$ cat config.mk
export PLATFORM = sky130hd
export DESIGN_NAME = rtc_power_management_ctrl
export DESIGN_NICKNAME = d
export VERILOG_FILES = /design/src/hw/rtc_pm_pkg.sv /design/src/hw/rtc_power_management_ctrl.sv
export SDC_FILE = /design/constraint.sdc
export NUM_CORES = 1
export LEC_CHECK = 0
export BUFFER_PORTS_ARGS = -buffer_cell sky130_fd_sc_hd__buf_4
export CAP_MARGIN = 25
export CORE_ASPECT_RATIO = 1.2
export CORE_UTILIZATION = 40
export CTS_CLUSTER_DIAMETER = 100
export DETAILED_ROUTE_END_ITERATION = 8
export GPL_ROUTABILITY_DRIVEN = 0
export PLACE_DENSITY = 0.74
export SLEW_MARGIN = 20
export SYNTH_ARGS = -nofsm -noshare
export SYNTH_HDL_FRONTEND = slang
export SYNTH_SLANG_ARGS = --single-unit
export TNS_END_PERCENT = 10
$ cat constraint.sdc
create_clock -name pclk -period 4.04 [get_ports pclk]
set_input_delay 0.202 -clock pclk [delete_from_list [all_inputs] [get_ports pclk]]
set_output_delay 0.202 -clock pclk [all_outputs]
set_load 0.05 [all_outputs]
$ cat src/hw/rtc_pm_pkg.sv
// constants, field layout and state codes of the rtc power management block
// What this block does
// upper bits 15:5 read fixed, ignore writes
// wake output bit 0 pulls low, 1 releases
// direction bit 0 input, 1 output
// input active high; output open-drain pulls low
// wake pin wakes only when direction is input
// full power-down stops regulators, reset and reference
// full power-down ends on wake high or alarm
// regulator power-down keeps the reference running
// regulator power-down ends on wake or alarm
// software avoids power-down with regulators bypassed
// clock-out bit gates the rtc clock output
// any power-down holds power valid low
// writes land two rtc cycles later, need oscillator
package rtc_pm_pkg;

  // ----------------------------------------------------------------
  // register map
  // ----------------------------------------------------------------
  localparam logic [15:0] PM_REG_ADDR     = 16'h1930;
  localparam logic [15:0] STATUS_REG_ADDR = 16'h1934;
  localparam logic [15:0] PM_RESET        = 16'h0000;
  localparam logic [15:0] PM_RW_MASK      = 16'h001F;
  localparam int          PM_BITS         = 5;

  // ----------------------------------------------------------------
  // power management fields
  // ----------------------------------------------------------------
  localparam int CLKOUT_BIT  = 0;
  localparam int REG_PD_BIT  = 1;
  localparam int FULL_PD_BIT = 2;
  localparam int DIR_BIT     = 3;
  localparam int DOUT_BIT    = 4;

  // ----------------------------------------------------------------
  // status fields
  // ----------------------------------------------------------------
  localparam int ST_WAKE_BIT  = 0;
  localparam int ST_PEND_BIT  = 1;
  localparam int ST_DOWN_BIT  = 2;
  localparam int ST_VALID_BIT = 3;
  localparam int ST_OSC_BIT   = 4;

  // ----------------------------------------------------------------
  // timing
  // ----------------------------------------------------------------
  localparam logic [1:0] RTC_EDGES_TO_COMMIT = 2'h2;
  localparam int CLK_MHZ         = 200;
  localparam int BG_SETTLE_MS    = 100;
  localparam int BG_SETTLE_CYCLES = BG_SETTLE_MS * CLK_MHZ * 1000;
  localparam int REG_SETTLE_CYCLES = 16;

  typedef enum logic [2:0] {
    ST_RUN  = 3'b001,
    ST_DOWN = 3'b010,
    ST_RAMP = 3'b100
  } pm_state_e;

endpackage : rtc_pm_pkg

$ cat src/hw/rtc_power_management_ctrl.sv
// apb-reached power management control for the always-on rtc domain
//
// Register access over APB was chosen for this implementation.
`timescale 1ns/100ps
module rtc_power_management_ctrl #(
  parameter int BG_SETTLE  = rtc_pm_pkg::BG_SETTLE_CYCLES,
  parameter int REG_SETTLE = rtc_pm_pkg::REG_SETTLE_CYCLES
) (
  input  wire logic        pclk,          // 200 MHz bus clock
  input  wire logic        presetn,       // async reset, active low
  input  wire logic [15:0] paddr,         // apb byte address
  input  wire logic        psel,          // apb select
  input  wire logic        penable,       // apb access phase
  input  wire logic        pwrite,        // apb direction
  input  wire logic [31:0] pwdata,        // apb write data
  output logic      [31:0] prdata,        // apb read data
  output logic             pready,        // apb ready
  output logic             pslverr,       // apb error
  input  wire logic        rtc_clk,       // 32.768 kHz rtc clock, sampled
  input  wire logic        osc_enabled,   // rtc oscillator running
  input  wire logic        alarm_irq,     // rtc alarm interrupt
  input  wire logic        wake_pin_i,    // wake pin level
  output logic             wake_pin_o,    // wake pin drive value
  output logic             wake_pin_oe,   // wake pin drive enable
  output logic             rtc_clk_out,   // gated rtc clock out
  output logic             regulator_en,  // on-chip regulators on
  output logic             analog_por_en, // analog power-on reset on
  output logic             bandgap_en,    // bandgap reference on
  output logic             power_valid    // domain power valid
);

  // ----------------------------------------------------------------
  // input synchronisers
  // ----------------------------------------------------------------
  // bit 0 rtc clock, 1 oscillator, 2 alarm, 3 wake pin
  logic [3:0] sync1_reg;
  logic [3:0] sync2_reg;
  logic       rtc_prev_reg;
  logic       rtc_rise;
  logic       osc_ok;
  logic       alarm_s;
  logic       wake_s;

  always_ff @(posedge pclk or negedge presetn)
  begin
    if (!presetn)
    begin
      sync1_reg    <= 4'h0;
      sync2_reg    <= 4'h0;
      rtc_prev_reg <= 1'b0;
    end
    else
    begin
      sync1_reg    <= {wake_pin_i, alarm_irq, osc_enabled, rtc_clk};
      sync2_reg    <= sync1_reg;
      rtc_prev_reg <= sync2_reg[0];
    end
  end

  assign rtc_rise = sync2_reg[0] && !rtc_prev_reg;
  assign osc_ok   = sync2_reg[1];
  assign alarm_s  = sync2_reg[2];
  assign wake_s   = sync2_reg[3];

  // ----------------------------------------------------------------
  // apb slave
  // ----------------------------------------------------------------
  logic [rtc_pm_pkg::PM_BITS-1:0] pm_reg;
  logic [rtc_pm_pkg::PM_BITS-1:0] pm_next;
  logic [rtc_pm_pkg::PM_BITS-1:0] pend_data_reg;
  logic [rtc_pm_pkg::PM_BITS-1:0] pend_data_next;
  logic        pend_reg;
  logic        pend_next;
  logic [1:0]  edge_cnt_reg;
  logic [1:0]  edge_cnt_next;
  logic [31:0] prdata_next;
  logic        pready_next;
  logic        pslverr_next;
  logic        access;
  logic        hit_pm;
  logic        hit_status;
  logic        pm_write_ok;
  logic        commit;
  logic        wake_event;
  rtc_pm_pkg::pm_state_e state_reg;
  rtc_pm_pkg::pm_state_e state_next;

  // zero-wait slave: ready rises in the first access cycle
  assign access      = psel && penable && pready;
  assign hit_pm      = paddr == rtc_pm_pkg::PM_REG_ADDR;
  assign hit_status  = paddr == rtc_pm_pkg::STATUS_REG_ADDR;
  assign pm_write_ok = access && pwrite && hit_pm && osc_ok;

  always_comb
  begin
    pready_next  = psel && !penable;
    prdata_next  = 32'h0000_0000;
    pslverr_next = 1'b0;
    if (psel && !penable)
    begin
      if (hit_pm)
      begin
        prdata_next[rtc_pm_pkg::PM_BITS-1:0] = pm_reg;
        pslverr_next = pwrite && !osc_ok;
      end
      else if (hit_status)
      begin
        prdata_next[rtc_pm_pkg::ST_WAKE_BIT]  = wake_s;
        prdata_next[rtc_pm_pkg::ST_PEND_BIT]  = pend_reg;
        prdata_next[rtc_pm_pkg::ST_DOWN_BIT]  =
          state_reg == rtc_pm_pkg::ST_DOWN;
        prdata_next[rtc_pm_pkg::ST_VALID_BIT] = power_valid;
        prdata_next[rtc_pm_pkg::ST_OSC_BIT]   = osc_ok;
        pslverr_next = pwrite;
      end
      else
      begin
        pslverr_next = 1'b1;
      end
    end
  end

  // ----------------------------------------------------------------
  // write staging toward the rtc clock
  // ----------------------------------------------------------------
  // a later write replaces a staged one and restarts its count
  assign commit = pend_reg && rtc_rise &&
                  edge_cnt_reg == rtc_pm_pkg::RTC_EDGES_TO_COMMIT - 2'h1;

  always_comb
  begin
    pend_next      = pend_reg;
    pend_data_next = pend_data_reg;
    edge_cnt_next  = edge_cnt_reg;
    pm_next        = pm_reg;
    if (pm_write_ok)
    begin
      pend_next      = 1'b1;
      pend_data_next = pwdata[rtc_pm_pkg::PM_BITS-1:0];
      edge_cnt_next  = 2'h0;
    end
    else if (commit)
    begin
      pend_next = 1'b0;
      pm_next   = pend_data_reg;
    end
    else if (pend_reg && rtc_rise)
    begin
      edge_cnt_next = edge_cnt_reg + 2'h1;
    end
    // a wake without a same-cycle commit drops both power-down bits so the domain stays up
    if (wake_event && !commit)
    begin
      pm_next[rtc_pm_pkg::FULL_PD_BIT] = 1'b0;
      pm_next[rtc_pm_pkg::REG_PD_BIT]  = 1'b0;
    end
  end

  // ----------------------------------------------------------------
  // power sequencer
  // ----------------------------------------------------------------
  logic [31:0] settle_reg;
  logic [31:0] settle_next;
  logic        any_pd;
  logic        wake_pin_ok;

  assign any_pd = pm_reg[rtc_pm_pkg::FULL_PD_BIT] ||
                  pm_reg[rtc_pm_pkg::REG_PD_BIT];
  // an output-configured pin never wakes the domain
  assign wake_pin_ok = wake_s && !pm_reg[rtc_pm_pkg::DIR_BIT];
  assign wake_event  = state_reg == rtc_pm_pkg::ST_DOWN &&
                       (wake_pin_ok || alarm_s);

  always_comb
  begin
    state_next  = state_reg;
    settle_next = settle_reg;
    case (state_reg)
      rtc_pm_pkg::ST_RUN:
      begin
        if (any_pd)
        begin
          state_next = rtc_pm_pkg::ST_DOWN;
        end
      end
      rtc_pm_pkg::ST_DOWN:
      begin
        if (wake_event)
        begin
          state_next  = rtc_pm_pkg::ST_RAMP;
          // the reference needs a long recharge after a full stop
          settle_next = pm_reg[rtc_pm_pkg::FULL_PD_BIT] ?
                        BG_SETTLE : REG_SETTLE;
        end
      end
      rtc_pm_pkg::ST_RAMP:
      begin
        if (settle_reg <= 32'h0000_0001)
        begin
          state_next  = rtc_pm_pkg::ST_RUN;
          settle_next = 32'h0000_0000;
        end
        else
        begin
          settle_next = settle_reg - 32'h0000_0001;
        end
      end
      default:
      begin
        state_next  = rtc_pm_pkg::ST_RUN;
        settle_next = 32'h0000_0000;
      end
    endcase
  end

  // ----------------------------------------------------------------
  // registers and outputs
  // ----------------------------------------------------------------
  always_ff @(posedge pclk or negedge presetn)
  begin
    if (!presetn)
    begin
      pm_reg        <= rtc_pm_pkg::PM_RESET[rtc_pm_pkg::PM_BITS-1:0];
      pend_reg      <= 1'b0;
      pend_data_reg <= rtc_pm_pkg::PM_RESET[rtc_pm_pkg::PM_BITS-1:0];
      edge_cnt_reg  <= 2'h0;
      state_reg     <= rtc_pm_pkg::ST_RUN;
      settle_reg    <= 32'h0000_0000;
      prdata        <= 32'h0000_0000;
      pready        <= 1'b0;
      pslverr       <= 1'b0;
      wake_pin_o    <= 1'b0;
      wake_pin_oe   <= 1'b0;
      rtc_clk_out   <= 1'b0;
      regulator_en  <= 1'b1;
      analog_por_en <= 1'b1;
      bandgap_en    <= 1'b1;
      power_valid   <= 1'b1;
    end
    else
    begin
      pm_reg        <= pm_next;
      pend_reg      <= pend_next;
      pend_data_reg <= pend_data_next;
      edge_cnt_reg  <= edge_cnt_next;
      state_reg     <= state_next;
      settle_reg    <= settle_next;
      prdata        <= prdata_next;
      pready        <= pready_next;
      pslverr       <= pslverr_next;
      wake_pin_o    <= 1'b0;
      wake_pin_oe   <= pm_reg[rtc_pm_pkg::DIR_BIT] &&
                       !pm_reg[rtc_pm_pkg::DOUT_BIT];
      rtc_clk_out   <= pm_reg[rtc_pm_pkg::CLKOUT_BIT] &&
                       sync2_reg[0];
      regulator_en  <= state_next != rtc_pm_pkg::ST_DOWN;
      analog_por_en <= state_next != rtc_pm_pkg::ST_DOWN;
      bandgap_en    <= !(state_next == rtc_pm_pkg::ST_DOWN &&
                         pm_next[rtc_pm_pkg::FULL_PD_BIT]);
      power_valid   <= state_next == rtc_pm_pkg::ST_RUN;
    end
  end
endmodule : rtc_power_management_ctrl

### Word level (Yosys, flattened, before mapping)

Cells that the tools add are included.
Widths: inputs -> output; s select.

* input port bits: 57
* bits in registers: 69
* output and inout port bits: 41
* word-level logic and storage cells: 90

* equal/unequal tests: 12
* bitwise gates (word level): 2
* reduce and logical (&&, ||, !) cells: 32
* add/sub/neg operators: 2
* $lt $le $gt $ge: 1
* muxes and demuxes: 22

Operators with widths (number)
* $pmux 32 s3: 1
* $mux 32: 2
* $eq 16x13->1 const B: 2
* $le 32x1->1 const B: 1
* $sub 32x1->32 const B: 1
* $mux 25: 1
* $logic_and 1x1->1: 16
* $mux 3: 5
* $mux 5: 3
* $pmux 3 s3: 1
* $mux 2: 4
* $reduce_and 2->1: 4
* $logic_not 1->1: 7
* $eq 3x1->1 const B: 2
* $eq 3x2->1 const B: 2
* $reduce_bool 2->1: 3
* $mux 1: 5
* $ne 2x2->1 const B: 2
* $eq 3x3->1 const B: 1
* $ne 3x2->1 const B: 1
* $add 2x1->2 const B: 1
* $eq 2x1->1 const B: 1
* $logic_or 1x1->1: 2
* $ne 2x1->1 const B: 1
* $not 1->1: 2

### Longest topological paths before layout

Gate-level depths: netlist (run 1).

* word-level depth: 9
* depth in mapped cells: 8
* gate-level depth less buffers: 7

### Worst setup path before layout (run 1)

No wires, ideal clock.

* path kind: reg-to-reg
* start: register settle_reg[26]
* end: register settle_reg[13]
* required time: 3916 ps
* slack: 1676 ps
* cell stages (with the launch flop): 6
* period minus slack after synthesis: 2364 ps
* buffers on the path: 0
* setup time: 124 ps
* data arrival time: 2240 ps
* path through: dfrtp_1 or4_4 or4_4 o41ai_4 o21ai_2 a211o_1

* word-level cells in the longest chain between the ends: 3

Ends and longest elaborated chain
* start: declaration: RTL line rtc_power_management_ctrl.sv:162 `logic [31:0] settle_reg;`
* start signal: assignment: RTL line rtc_power_management_ctrl.sv:247 `settle_reg <= settle_next;`
* $le 32x1->1: RTL line rtc_power_management_ctrl.sv:198 `if (settle_reg <= 32'h0000_0001)`
* $mux 32: RTL line rtc_power_management_ctrl.sv:198
* $pmux 32 s3: RTL line rtc_power_management_ctrl.sv:178 `case (state_reg)`

No other way between the ends.
A chain may end at the register's enable or synchronous reset.

### Worst setup path after layout (run 1)

* start: register settle_reg[14]
* end: register settle_reg[23]

* word-level cells in the longest chain between the ends: 3
* elaborated cells between the ends (all ways): 4
* those cells by class: 1 x add/sub; 1 x order compare; 2 x mux

Ends and longest elaborated chain (RTL line)
* $sub 32x1->32 / $le 32x1->1 (equally long branches): rtc_power_management_ctrl.sv:205, rtc_power_management_ctrl.sv:198
* $mux 32 *: rtc_power_management_ctrl.sv:198
* $pmux 32 s3 *: rtc_power_management_ctrl.sv:178

Every way passes the cells marked *; elsewhere a longest branch is shown, timed or not.

==> flow_metrics.py, run 1 <==
metrics = {
    "routing": {
        "avgRoutedWirePerCell_um": 13.5,
        "drt-initial-drc-count": 211,
        "ant_nets": 0,
        "postRouteWirelength_um": 6820,
        "via_count": 2572,
        "route.detailed.drc": 0,
        "firstDrtPassIters": 4,
        "vias_per_cell": 5.09,
    },
    "yosys": {
        "yosys.area_share.simple": 0.205,
        "yosysSeqAreaShare": 0.498,
        "synth_area_leaders": "dfrtp_1 (47%), buf_4 (6.3%), nor2_1 (3.9%)",
        "ys_seq_elements": 69,
        "synthesis.area_um2": 3470,
        "synth_top_family_by_area": "simple AND/OR/NAND/NOR gates",
        "synth_compound_area_frac": 0.112,
        "avgSynthCellArea_um2": 10.2,
        "muxShareOfSynthArea": 0.0432,
        "synthCells": 340,
        "synth_fa_ha_area_frac": 0.0108,
        "synth_cell_types": 55,
        "synth_edf_count": 0,
        "async_flop_share": 1.00,
        "synth_ff_type": "dfrtp_1",
        "synth_top_area_cell": "dfrtp_1",
        "synth_top_area_frac": 0.468,
        "synth_xor_area_frac": 0.0403,
        "yosysWarningCount": 0,
    },
    "power_and_ir_drop": {
        "leakage_nw": 2.05,
        "combPwrFrac": 0.078,
        "cellPowerDensity_nw_per_um2": 357,
        "peakVddDrop_mv": 0.143,
        "switching_power_mw": 0.348,
        "swShare": 0.239,
        "power_frac_seq": 0.482,
        "clock_power_share": 0.440,
        "power.internal_mw": 1.11,
    },
    "timing": {
        "tns_ns": 0,
        "setup_violations": 0,
        "finClkSkew_ns": 0.00725,
        "hold_violations": 0,
        "max_freq_mhz": 353,
        "whs_ns": 0.0398,
        "grt_setup_unrepaired": "no",
        "slew_viol_final": 0,
        "period_share": 0.700,
        "relSlewSlack": 0.435,
        "finalCriticalPeriod_ns": 2.83,
        "tightest_slew_ns": 0.847,
    },
    "critical_path": {
        "endpoint": "settle_reg[23]$_DFFE_PN0P_",
        "start_kind": "flop",
        "r2r_end": "settle_reg[23]$_DFFE_PN0P_",
        "crit_arrival_ns": 3.05,
        "crit_start": "settle_reg[14]$_DFFE_PN0P_",
        "r2r_setup_slack_ns": 1.21,
        "critPathMaxFanout": 18,
        "worstPathRequired_ns": 4.26,
        "criticalPathCategory": "reg -> reg",
        "endpoint_kind": "flop",
        "r2r_cells": 6,
        "timing.rr.start": "settle_reg[14]$_DFFE_PN0P_",
    },
    "floorplanning": {
        "start_util": 0.419,
        "dieHeight_um": 104,
        "die_x_um": 87.1,
        "coreArea_um2": 8290,
        "num_rows": 36,
        "ios": 98,
        "die_area_um2": 9060,
    },
    "layout": {
        "final_cells": 505,
        "final_common_cell": "dfrtp_1",
        "areaGrowthSynthToFinish_pct": 17.5,
        "mostFrequentLayoutCells": "dfrtp_1 (65), buf_4 (46), nor2_1 (36)",
        "num-fill-cells": 775,
        "nNetsFinal": 446,
        "largest_register_ffs": 32,
        "final_area_um2": 4080,
        "antennaDiodeCount": 0,
        "layout-drive-gt1-share": 0.225,
    },
    "clock_tree": {
        "cts_tree": "built",
        "numCtsBuffers": 9,
        "ctsRootBufferMaster": "clkbuf_8",
        "htreeDepth": 3,
        "cts_resized": 0,
        "clock_sinks": 69,
        "clk_pin_slew_worst_paths_ns": 0.07,
        "clk_latency_ns": 0.35,
        "cts_max_path_buffers": 2,
    },
    "placed_design": {
        "place_hpwl_um": 4790,
        "post_dp_cell_area_um2": 3800,
        "io_buffers": 42,
        "place_inst": 484,
    },
    "run_status": {
        "status": "complete, no violations",
    },
    "grt": {
        "gr-total-overflow": 0,
        "antenna_found_initial": 0,
        "gr-usage-met3": 0.0317,
        "busiest_layer": "met2",
        "use_met2": 0.266,
        "track_usage": 0.162,
        "grt_pass1_vias": 2428,
        "grt.met1_usage": 0.198,
        "grt_first_pass_wirelength_um": 11400,
        "grt_max_degree": 70,
    },
    "job": {
        "drv_cap": 0,
    },
    "hold_path": {
        "worstHoldPathType": "in -> reg",
        "holdPathStages": 2,
    },
}
==> Yosys cell counts (4+ instances only) <==
| cell | instances |
|---|---|
| nand4_1 | 11 |
| o21ai_0 | 6 |
| and2_1 | 4 |
| mux2i_1 | 6 |
| nor4bb_1 | 4 |
| o31ai_1 | 4 |
| o21ai_1 | 4 |
| nand2_1 | 14 |
| inv_1 | 10 |
| dfrtp_1 | 65 |
| clkbuf_1 | 11 |
| nand2b_1 | 4 |
| nand3_1 | 6 |
| xor2_1 | 6 |
| buf_4 | 29 |
| dfstp_2 | 4 |
| xnor2_1 | 10 |
| nor2_1 | 36 |
| nor4_1 | 5 |
| mux2_2 | 8 |
| a21oi_1 | 24 |
| or3_1 | 4 |
| nor3_1 | 11 |
==> final cells by class <==
cell class / instances / area [µm²] / area share
Clock buffer: 11 / 151 / 0.0371
Clock inverter: 5 / 82.6 / 0.0202
Inverter: 10 / 37.5 / 0.00920
Multi-Input combinational cell: 245 / 1540 / 0.377
Sequential cell: 69 / 1730 / 0.424
Tap cell: 114 / 143 / 0.0349
Timing Repair Buffer: 51 / 395 / 0.0969
==> critical path, stage by stage (launching register included) <==
cell and delay (ns):
dfrtp_1 0.41, nor4_1 0.60, nand4_1 0.41, o41a_1 0.69, nor2_1 0.25, buf_4 0.26, a21oi_1 0.06
==> per-layer routing <==
metal	vias to the layer above	part of all wire
li1	1243	-
met1	1268	0.43
met2	48	0.51
met3	13	0.028
met4	0	0.025
met5	-	0
==> stage by stage <==
stage / util / setup WS, ns / total power, mW
after floorplan: - / 1.68 / 0.808
after global placement: 0.458 / 1.30 / 0.825
after detailed placement: 0.458 / 1.27 / 0.826
after CTS: 0.492 / 1.25 / 1.47
after global routing: 0.492 / 0.914 / 1.51
final: 0.492 / 1.21 / 1.46
==> power groups by stage <==
stage | Combinational (mW) | Sequential, mW | Clock (mW)
after CTS | 0.115 | 0.702 | 0.654
final | 0.114 | 0.702 | 0.640
after detailed placement | 0.111 | 0.715 | 0
after floorplan | 0.0901 | 0.717 | 0
after global placement | 0.110 | 0.715 | 0
after global routing | 0.123 | 0.702 | 0.684
==> timing repair <==
item / 4_1_cts / 5_1_grt
hold buffers: 5 / 0
endpoints found under the hold margin: 57 / 0
setup buffers: 0 / 0
==> worst min path at each step <==
stage / start / endpoint / slack (ns)
final: penable / pready$_DFF_PN0_ / 0.04
after global routing: penable / pready$_DFF_PN0_ / 0.04
after CTS: penable / pready$_DFF_PN0_ / 0.02
after detailed placement: rtc_clk / sync1_reg[0]$_DFF_PN0_ / 0.31
after global placement: rtc_clk / sync1_reg[0]$_DFF_PN0_ / 0.31
after floorplan: presetn / edge_cnt_reg[0]$_DFFE_PN0P_ / -0.09
==> cell families (layout without fill, tap and decap cells) <==
logic type                 Yosys count  count (layout)
AOI/OAI and AO/OA                   58              58
xor gates and xnor gates            16              16
adders and majority gates            3               3
buffers and inverters               53              77
DFF                                 69              69
muxes                               14              14
other                                1              28
and+or+nand+nor                    126             126
Power figures use the tool's default switching activity.
==> run 2: changes to the inputs <==
--- a/config.mk
+++ b/config.mk
@@ -12,7 +12,7 @@
 export CTS_CLUSTER_DIAMETER = 100
 export DETAILED_ROUTE_END_ITERATION = 8
 export GPL_ROUTABILITY_DRIVEN = 0
-export PLACE_DENSITY = 0.74
+export PLACE_DENSITY = 0.76
 export SLEW_MARGIN = 20
 export SYNTH_ARGS = -nofsm -noshare
 export SYNTH_HDL_FRONTEND = slang
==> constraint.sdc (replaced) <==
create_clock -name pclk -period 2.6 [get_ports pclk]
set_input_delay 0.13 -clock pclk [delete_from_list [all_inputs] [get_ports pclk]]
set_output_delay 0.13 -clock pclk [all_outputs]
set_load 0.05 [all_outputs]
==> flow_metrics.py, run 2 (same netlist as run 1, synthesis figures left out) <==
metrics = {
    "critical_path": {
        "crit_start": "settle_reg[26]$_DFFE_PN0P_",
        "crit_arrival_ns": 2.73,
        "endpoint": "state_reg[2]$_DFF_PN0_",
        "timing.rr.start": "settle_reg[26]$_DFFE_PN0P_",
        "r2r_cells": 5,
        "r2r_end": "state_reg[2]$_DFF_PN0_",
        "critPathMaxFanout": 6,
        "endpoint_kind": "flop",
        "start_kind": "flop",
        "criticalPathCategory": "reg -> reg",
        "worstPathRequired_ns": 2.85,
        "r2r_setup_slack_ns": 0.12,
    },
    "grt": {
        "grt_max_degree": 70,
        "antenna_found_initial": 0,
        "grt_pass1_vias": 2739,
        "gr-total-overflow": 0,
        "grt_first_pass_wirelength_um": 12700,
        "track_usage": 0.179,
    },
    "clock_tree": {
        "cts_tree": "built",
        "clk_pin_slew_worst_paths_ns": 0.08,
        "clock_sinks": 69,
        "htreeDepth": 3,
        "ctsRootBufferMaster": "clkbuf_8",
        "cts_setup_buffers": 0,
        "cts_max_path_buffers": 2,
        "clk_latency_ns": 0.36,
        "numCtsBuffers": 9,
    },
    "power_and_ir_drop": {
        "power_frac_seq": 0.510,
        "leakage_nw": 2.08,
        "power.internal_mw": 1.57,
        "peakVddDrop_mv": 0.266,
        "combPwrFrac": 0.085,
        "switching_power_mw": 0.568,
        "cellPowerDensity_nw_per_um2": 516,
        "clock_power_share": 0.406,
        "swShare": 0.266,
    },
    "routing": {
        "avgRoutedWirePerCell_um": 14.1,
        "route.detailed.drc": 0,
        "firstDrtPassIters": 7,
        "ant_nets": 0,
        "postRouteWirelength_um": 7290,
        "drt-initial-drc-count": 145,
        "vias_per_cell": 5.28,
        "via_count": 2737,
    },
    "timing": {
        "max_freq_mhz": 404,
        "worst_slack_ns": 0.122,
        "tightest_slew_ns": 0.851,
        "finalCriticalPeriod_ns": 2.48,
        "whs_ns": 0.00115,
        "relSlewSlack": 0.433,
        "period_share": 0.953,
        "grt_setup_unrepaired": "no",
        "hold_violations": 0,
        "finClkSkew_ns": 0.0101,
        "setup_violations": 0,
        "tns_ns": 0,
        "slew_viol_final": 0,
    },
    "layout": {
        "antennaDiodeCount": 0,
        "mostFrequentLayoutCells": "dfrtp_1 (65), buf_4 (55), nor2_1 (36)",
        "layout-drive-gt1-share": 0.240,
        "largest_register_ffs": 32,
        "areaGrowthSynthToFinish_pct": 19.4,
        "nNetsFinal": 459,
        "final_common_cell": "dfrtp_1",
    },
    "floorplanning": {
        "die_x_um": 87.1,
        "coreArea_um2": 8290,
        "start_util": 0.419,
        "dieHeight_um": 104,
        "num_rows": 36,
        "die_area_um2": 9060,
        "ios": 98,
    },
    "placed_design": {
        "place_hpwl_um": 4990,
        "post-place-ws_ns": 0.149,
        "io_buffers": 42,
    },
    "job": {
        "drv_cap": 0,
    },
    "hold_path": {
        "holdPathStages": 2,
        "worstHoldPathType": "in -> reg",
    },
    "run_status": {
        "status": "complete, no violations",
    },
}
[run 2: what timing repair did]
action                                  in CTS  in global routing
endpoints found under the setup margin       0                  2
gates resized for setup                      0                  1
endpoints found under the hold margin       71                  1
hold buffers                                 7                  1
[run 2: critical path, stage by stage, from the launching register on]
cell and delay, ns:
dfrtp_1 0.41, or4_4 0.59, or4_4 0.48, o41ai_4 0.43, buf_4 0.23, or2b_1 0.23
[run 2: cell type report]
type | instances | area, µm²
clock buffer | 10 | 128
clock inverter | 6 | 63.8
fill | 753 | 4140
inverter | 10 | 37.5
multi-input combinational | 245 | 1540
sequential | 69 | 1730
tap | 114 | 143
timing repair buffer | 64 | 504
[run 2: metrics by stage]
step                      power [mW]  area, µm²  instances   util
final                           2.14       4150        518  0.500
after global routing            2.20       4150        518  0.500
after CTS                       2.15       4130        517  0.499
after detailed placement        1.28       3870        494  0.467
after global placement          1.28       3870        494  0.467
after floorplan                 1.25       3580        367      -
[run 2: metal layers]
| metal | up-vias | part of all wire | GRT usage |
|---|---|---|---|
| met5 | - | 0 | 0 |
| met2 | 91 | 0.50 | 0.292 |
| li1 | 1279 | - | - |
| met1 | 1351 | 0.43 | 0.219 |
| met3 | 16 | 0.040 | 0.0357 |
| met4 | 0 | 0.024 | 0.0952 |
[run 2: worst min path at each step]
stage,start,to,slack [ns]
after detailed placement,wake_pin_i,sync1_reg[3]$_DFF_PN0_,0.24
after floorplan,presetn,edge_cnt_reg[0]$_DFFE_PN0P_,-0.17
after CTS,pwdata[3],pend_data_reg[3]$_DFFE_PN0P_,0.001
after global routing,pwdata[2],pend_data_reg[2]$_DFFE_PN0P_,0.008
after global placement,rtc_clk,sync1_reg[0]$_DFF_PN0_,0.24
final,pwdata[3],pend_data_reg[3]$_DFFE_PN0P_,0.001
[run 2: power by group through the flow]
stage	logic, mW	registers, mW	clock network, mW
2_1_floorplan	0.140	1.11	0
3_3_place_gp	0.171	1.11	0
3_5_place_dp	0.173	1.11	0
4_1_cts	0.182	1.09	0.874
5_1_grt	0.196	1.09	0.909
6_report	0.181	1.09	0.868
==> run 3: changes to the inputs <==
--- a/config.mk
+++ b/config.mk
@@ -7,7 +7,7 @@
 export LEC_CHECK = 0
 export BUFFER_PORTS_ARGS = -buffer_cell sky130_fd_sc_hd__buf_4
 export CAP_MARGIN = 25
-export CORE_ASPECT_RATIO = 1.2
+export CORE_ASPECT_RATIO = 1.4
 export CORE_UTILIZATION = 40
 export CTS_CLUSTER_DIAMETER = 100
 export DETAILED_ROUTE_END_ITERATION = 8
==> constraint.sdc (replaced) <==
create_clock -name pclk -period 2.2 [get_ports pclk]
set_input_delay 0.11 -clock pclk [delete_from_list [all_inputs] [get_ports pclk]]
set_output_delay 0.11 -clock pclk [all_outputs]
set_load 0.05 [all_outputs]
==> flow_metrics.py, run 3 (same netlist as run 1, synthesis figures left out) <==
metrics = {
    "grt": {
        "gr-total-overflow": 0,
        "grt.met1_usage": 0.198,
        "grt_max_degree": 70,
        "gr-usage-met3": 0.0472,
        "antenna_found_initial": 0,
        "grt_pass1_vias": 2816,
        "track_usage": 0.187,
        "grt_first_pass_wirelength_um": 12800,
        "use_met2": 0.330,
        "busiest_layer": "met2",
    },
    "floorplanning": {
        "dieHeight_um": 112,
        "num_rows": 39,
        "die_x_um": 80.8,
        "ios": 98,
        "die_area_um2": 9070,
        "coreArea_um2": 8300,
        "start_util": 0.419,
    },
    "power_and_ir_drop": {
        "switching_power_mw": 0.674,
        "power.internal_mw": 2.24,
        "power_mw": 2.92,
        "leakage_nw": 2.26,
        "cellPowerDensity_nw_per_um2": 656,
        "peakVddDrop_mv": 0.432,
        "power_frac_seq": 0.443,
        "swShare": 0.231,
        "clock_power_share": 0.483,
        "combPwrFrac": 0.074,
    },
    "clock_tree": {
        "clock_sinks": 69,
        "clk_latency_ns": 0.34,
        "cts_setup_buffers": 0,
        "numCtsBuffers": 9,
        "cts_max_path_buffers": 2,
        "htreeDepth": 3,
        "ctsRootBufferMaster": "clkbuf_16",
        "cts_tree": "built",
        "clk_pin_slew_worst_paths_ns": 0.05,
    },
    "layout": {
        "multi_input_comb_area_um2": 1590,
        "antennaDiodeCount": 0,
        "final_cells": 528,
        "regArea_um2": 1730,
        "final_common_cell": "buf_4",
        "num-fill-cells": 719,
        "nNetsFinal": 481,
        "mostFrequentLayoutCells": "buf_4 (77), dfrtp_1 (65), nor2_1 (35)",
        "areaGrowthSynthToFinish_pct": 28.0,
        "layout-drive-gt1-share": 0.308,
        "largest_register_ffs": 32,
    },
    "routing": {
        "firstDrtPassIters": 4,
        "avgRoutedWirePerCell_um": 15.2,
        "vias_per_cell": 5.29,
        "drt-initial-drc-count": 145,
        "ant_nets": 0,
        "via_count": 2792,
        "route.detailed.drc": 0,
        "postRouteWirelength_um": 8000,
    },
    "critical_path": {
        "r2r_setup_slack_ns": -0.17,
        "crit_start": "settle_reg[26]$_DFFE_PN0P_",
        "critPathMaxFanout": 12,
        "criticalPathCategory": "reg -> reg",
        "timing.rr.start": "settle_reg[26]$_DFFE_PN0P_",
        "start_kind": "flop",
        "crit_arrival_ns": 2.59,
        "endpoint_kind": "flop",
        "r2r_cells": 6,
        "r2r_end": "settle_reg[6]$_DFFE_PN0P_",
        "worstPathRequired_ns": 2.42,
    },
    "timing": {
        "setup_violations": 28,
        "tightest_slew_ns": 0.827,
        "max_freq_mhz": 421,
        "grt_setup_unrepaired": "yes",
        "finalCriticalPeriod_ns": 2.37,
        "finClkSkew_ns": 0.00789,
        "period_share": 1.08,
        "worst_slack_ns": -0.174,
        "relSlewSlack": 0.449,
        "hold_violations": 0,
        "slew_viol_final": 0,
    },
    "run_status": {
        "violations": "negative setup slack",
        "status": "finished with violations",
    },
    "hold_path": {
        "min_from": "pwdata[0]",
        "worstHoldPathType": "in -> reg",
        "whs_endpoint": "pend_data_reg[0]$_DFFE_PN0P_",
        "holdPathStages": 2,
    },
    "placed_design": {
        "place_hpwl_um": 5510,
        "io_buffers": 42,
        "place_inst": 506,
    },
    "job": {
        "drv_cap": 0,
    },
}
[run 3: cell count changes in the layout (fill, tap and decap cells not counted), moves of 2 or more]
cell	before	now
clkbuf_16	0	9
dlygate4sd3_1	8	6
a21oi_2	0	5
clkbuf_8	9	1
buf_6	1	3
a21oi_1	24	19
buf_4	55	77
[run 3: metal layers]
layer,vias up,wire (µm)
met1,1372,3020
met2,84,4390
met4,0,249
met5,-,0
li1,1316,-
met3,20,347
[run 3: critical path, cell delays in order (launching register included)]
cell and delay, ns:
dfrtp_1 0.38, or4_4 0.54, or4_4 0.47, o41a_1 0.45, nor2_2 0.17, buf_6 0.17
nor2_1 0.07
[run 3: final cells by class]
cell class              count  share of cell area
repair buffers             86               0.151
multi-input cells         245               0.356
clock buffers              12              0.0554
inverters                  10             0.00844
clock inverters             4              0.0107
flip-flops and latches     69               0.389
well taps                 102              0.0287
[run 3: per-stage QoR]
stage	setup slack, ns	setup TNS, ns	cell area, µm²	hold slack [ns]	utilization
after floorplan	-0.0802	-1.69	3590	-0.186	-
after global placement	-0.120	-2.55	4040	0.221	0.487
after detailed placement	-0.170	-3.61	4040	0.221	0.487
after CTS	-0.159	-3.65	4410	0.00851	0.532
after global routing	-0.228	-5.57	4450	0.0122	0.536
final	-0.174	-3.99	4450	0.0102	0.536
[run 3: repair_timing]
item,CTS,global route
pin swaps,1,1
hold buffers,6,0
endpoints found under the hold margin,70,0
setup endpoints to repair,29,31
gates resized for setup,7,8
[run 3: how the worst max path moves through the flow]
stage	slack [ns]	cells after the start	endpoint
after floorplan	-0.08	6	settle_reg[13]$_DFFE_PN0P_
after CTS	-0.16	6	settle_reg[10]$_DFFE_PN0P_
after global routing	-0.23	6	settle_reg[29]$_DFFE_PN0P_
after detailed placement	-0.17	6	settle_reg[17]$_DFFE_PN0P_
after global placement	-0.12	6	settle_reg[12]$_DFFE_PN0P_
final	-0.17	6	settle_reg[6]$_DFFE_PN0P_
[run 3: power by group through the flow]
stage / Combinational (mW) / Sequential (mW) / Clock, mW
after global placement: 0.204 / 1.31 / 0
after floorplan: 0.166 / 1.32 / 0
after global routing: 0.230 / 1.29 / 1.50
after detailed placement: 0.206 / 1.31 / 0
after CTS: 0.216 / 1.29 / 1.44
final: 0.214 / 1.29 / 1.41
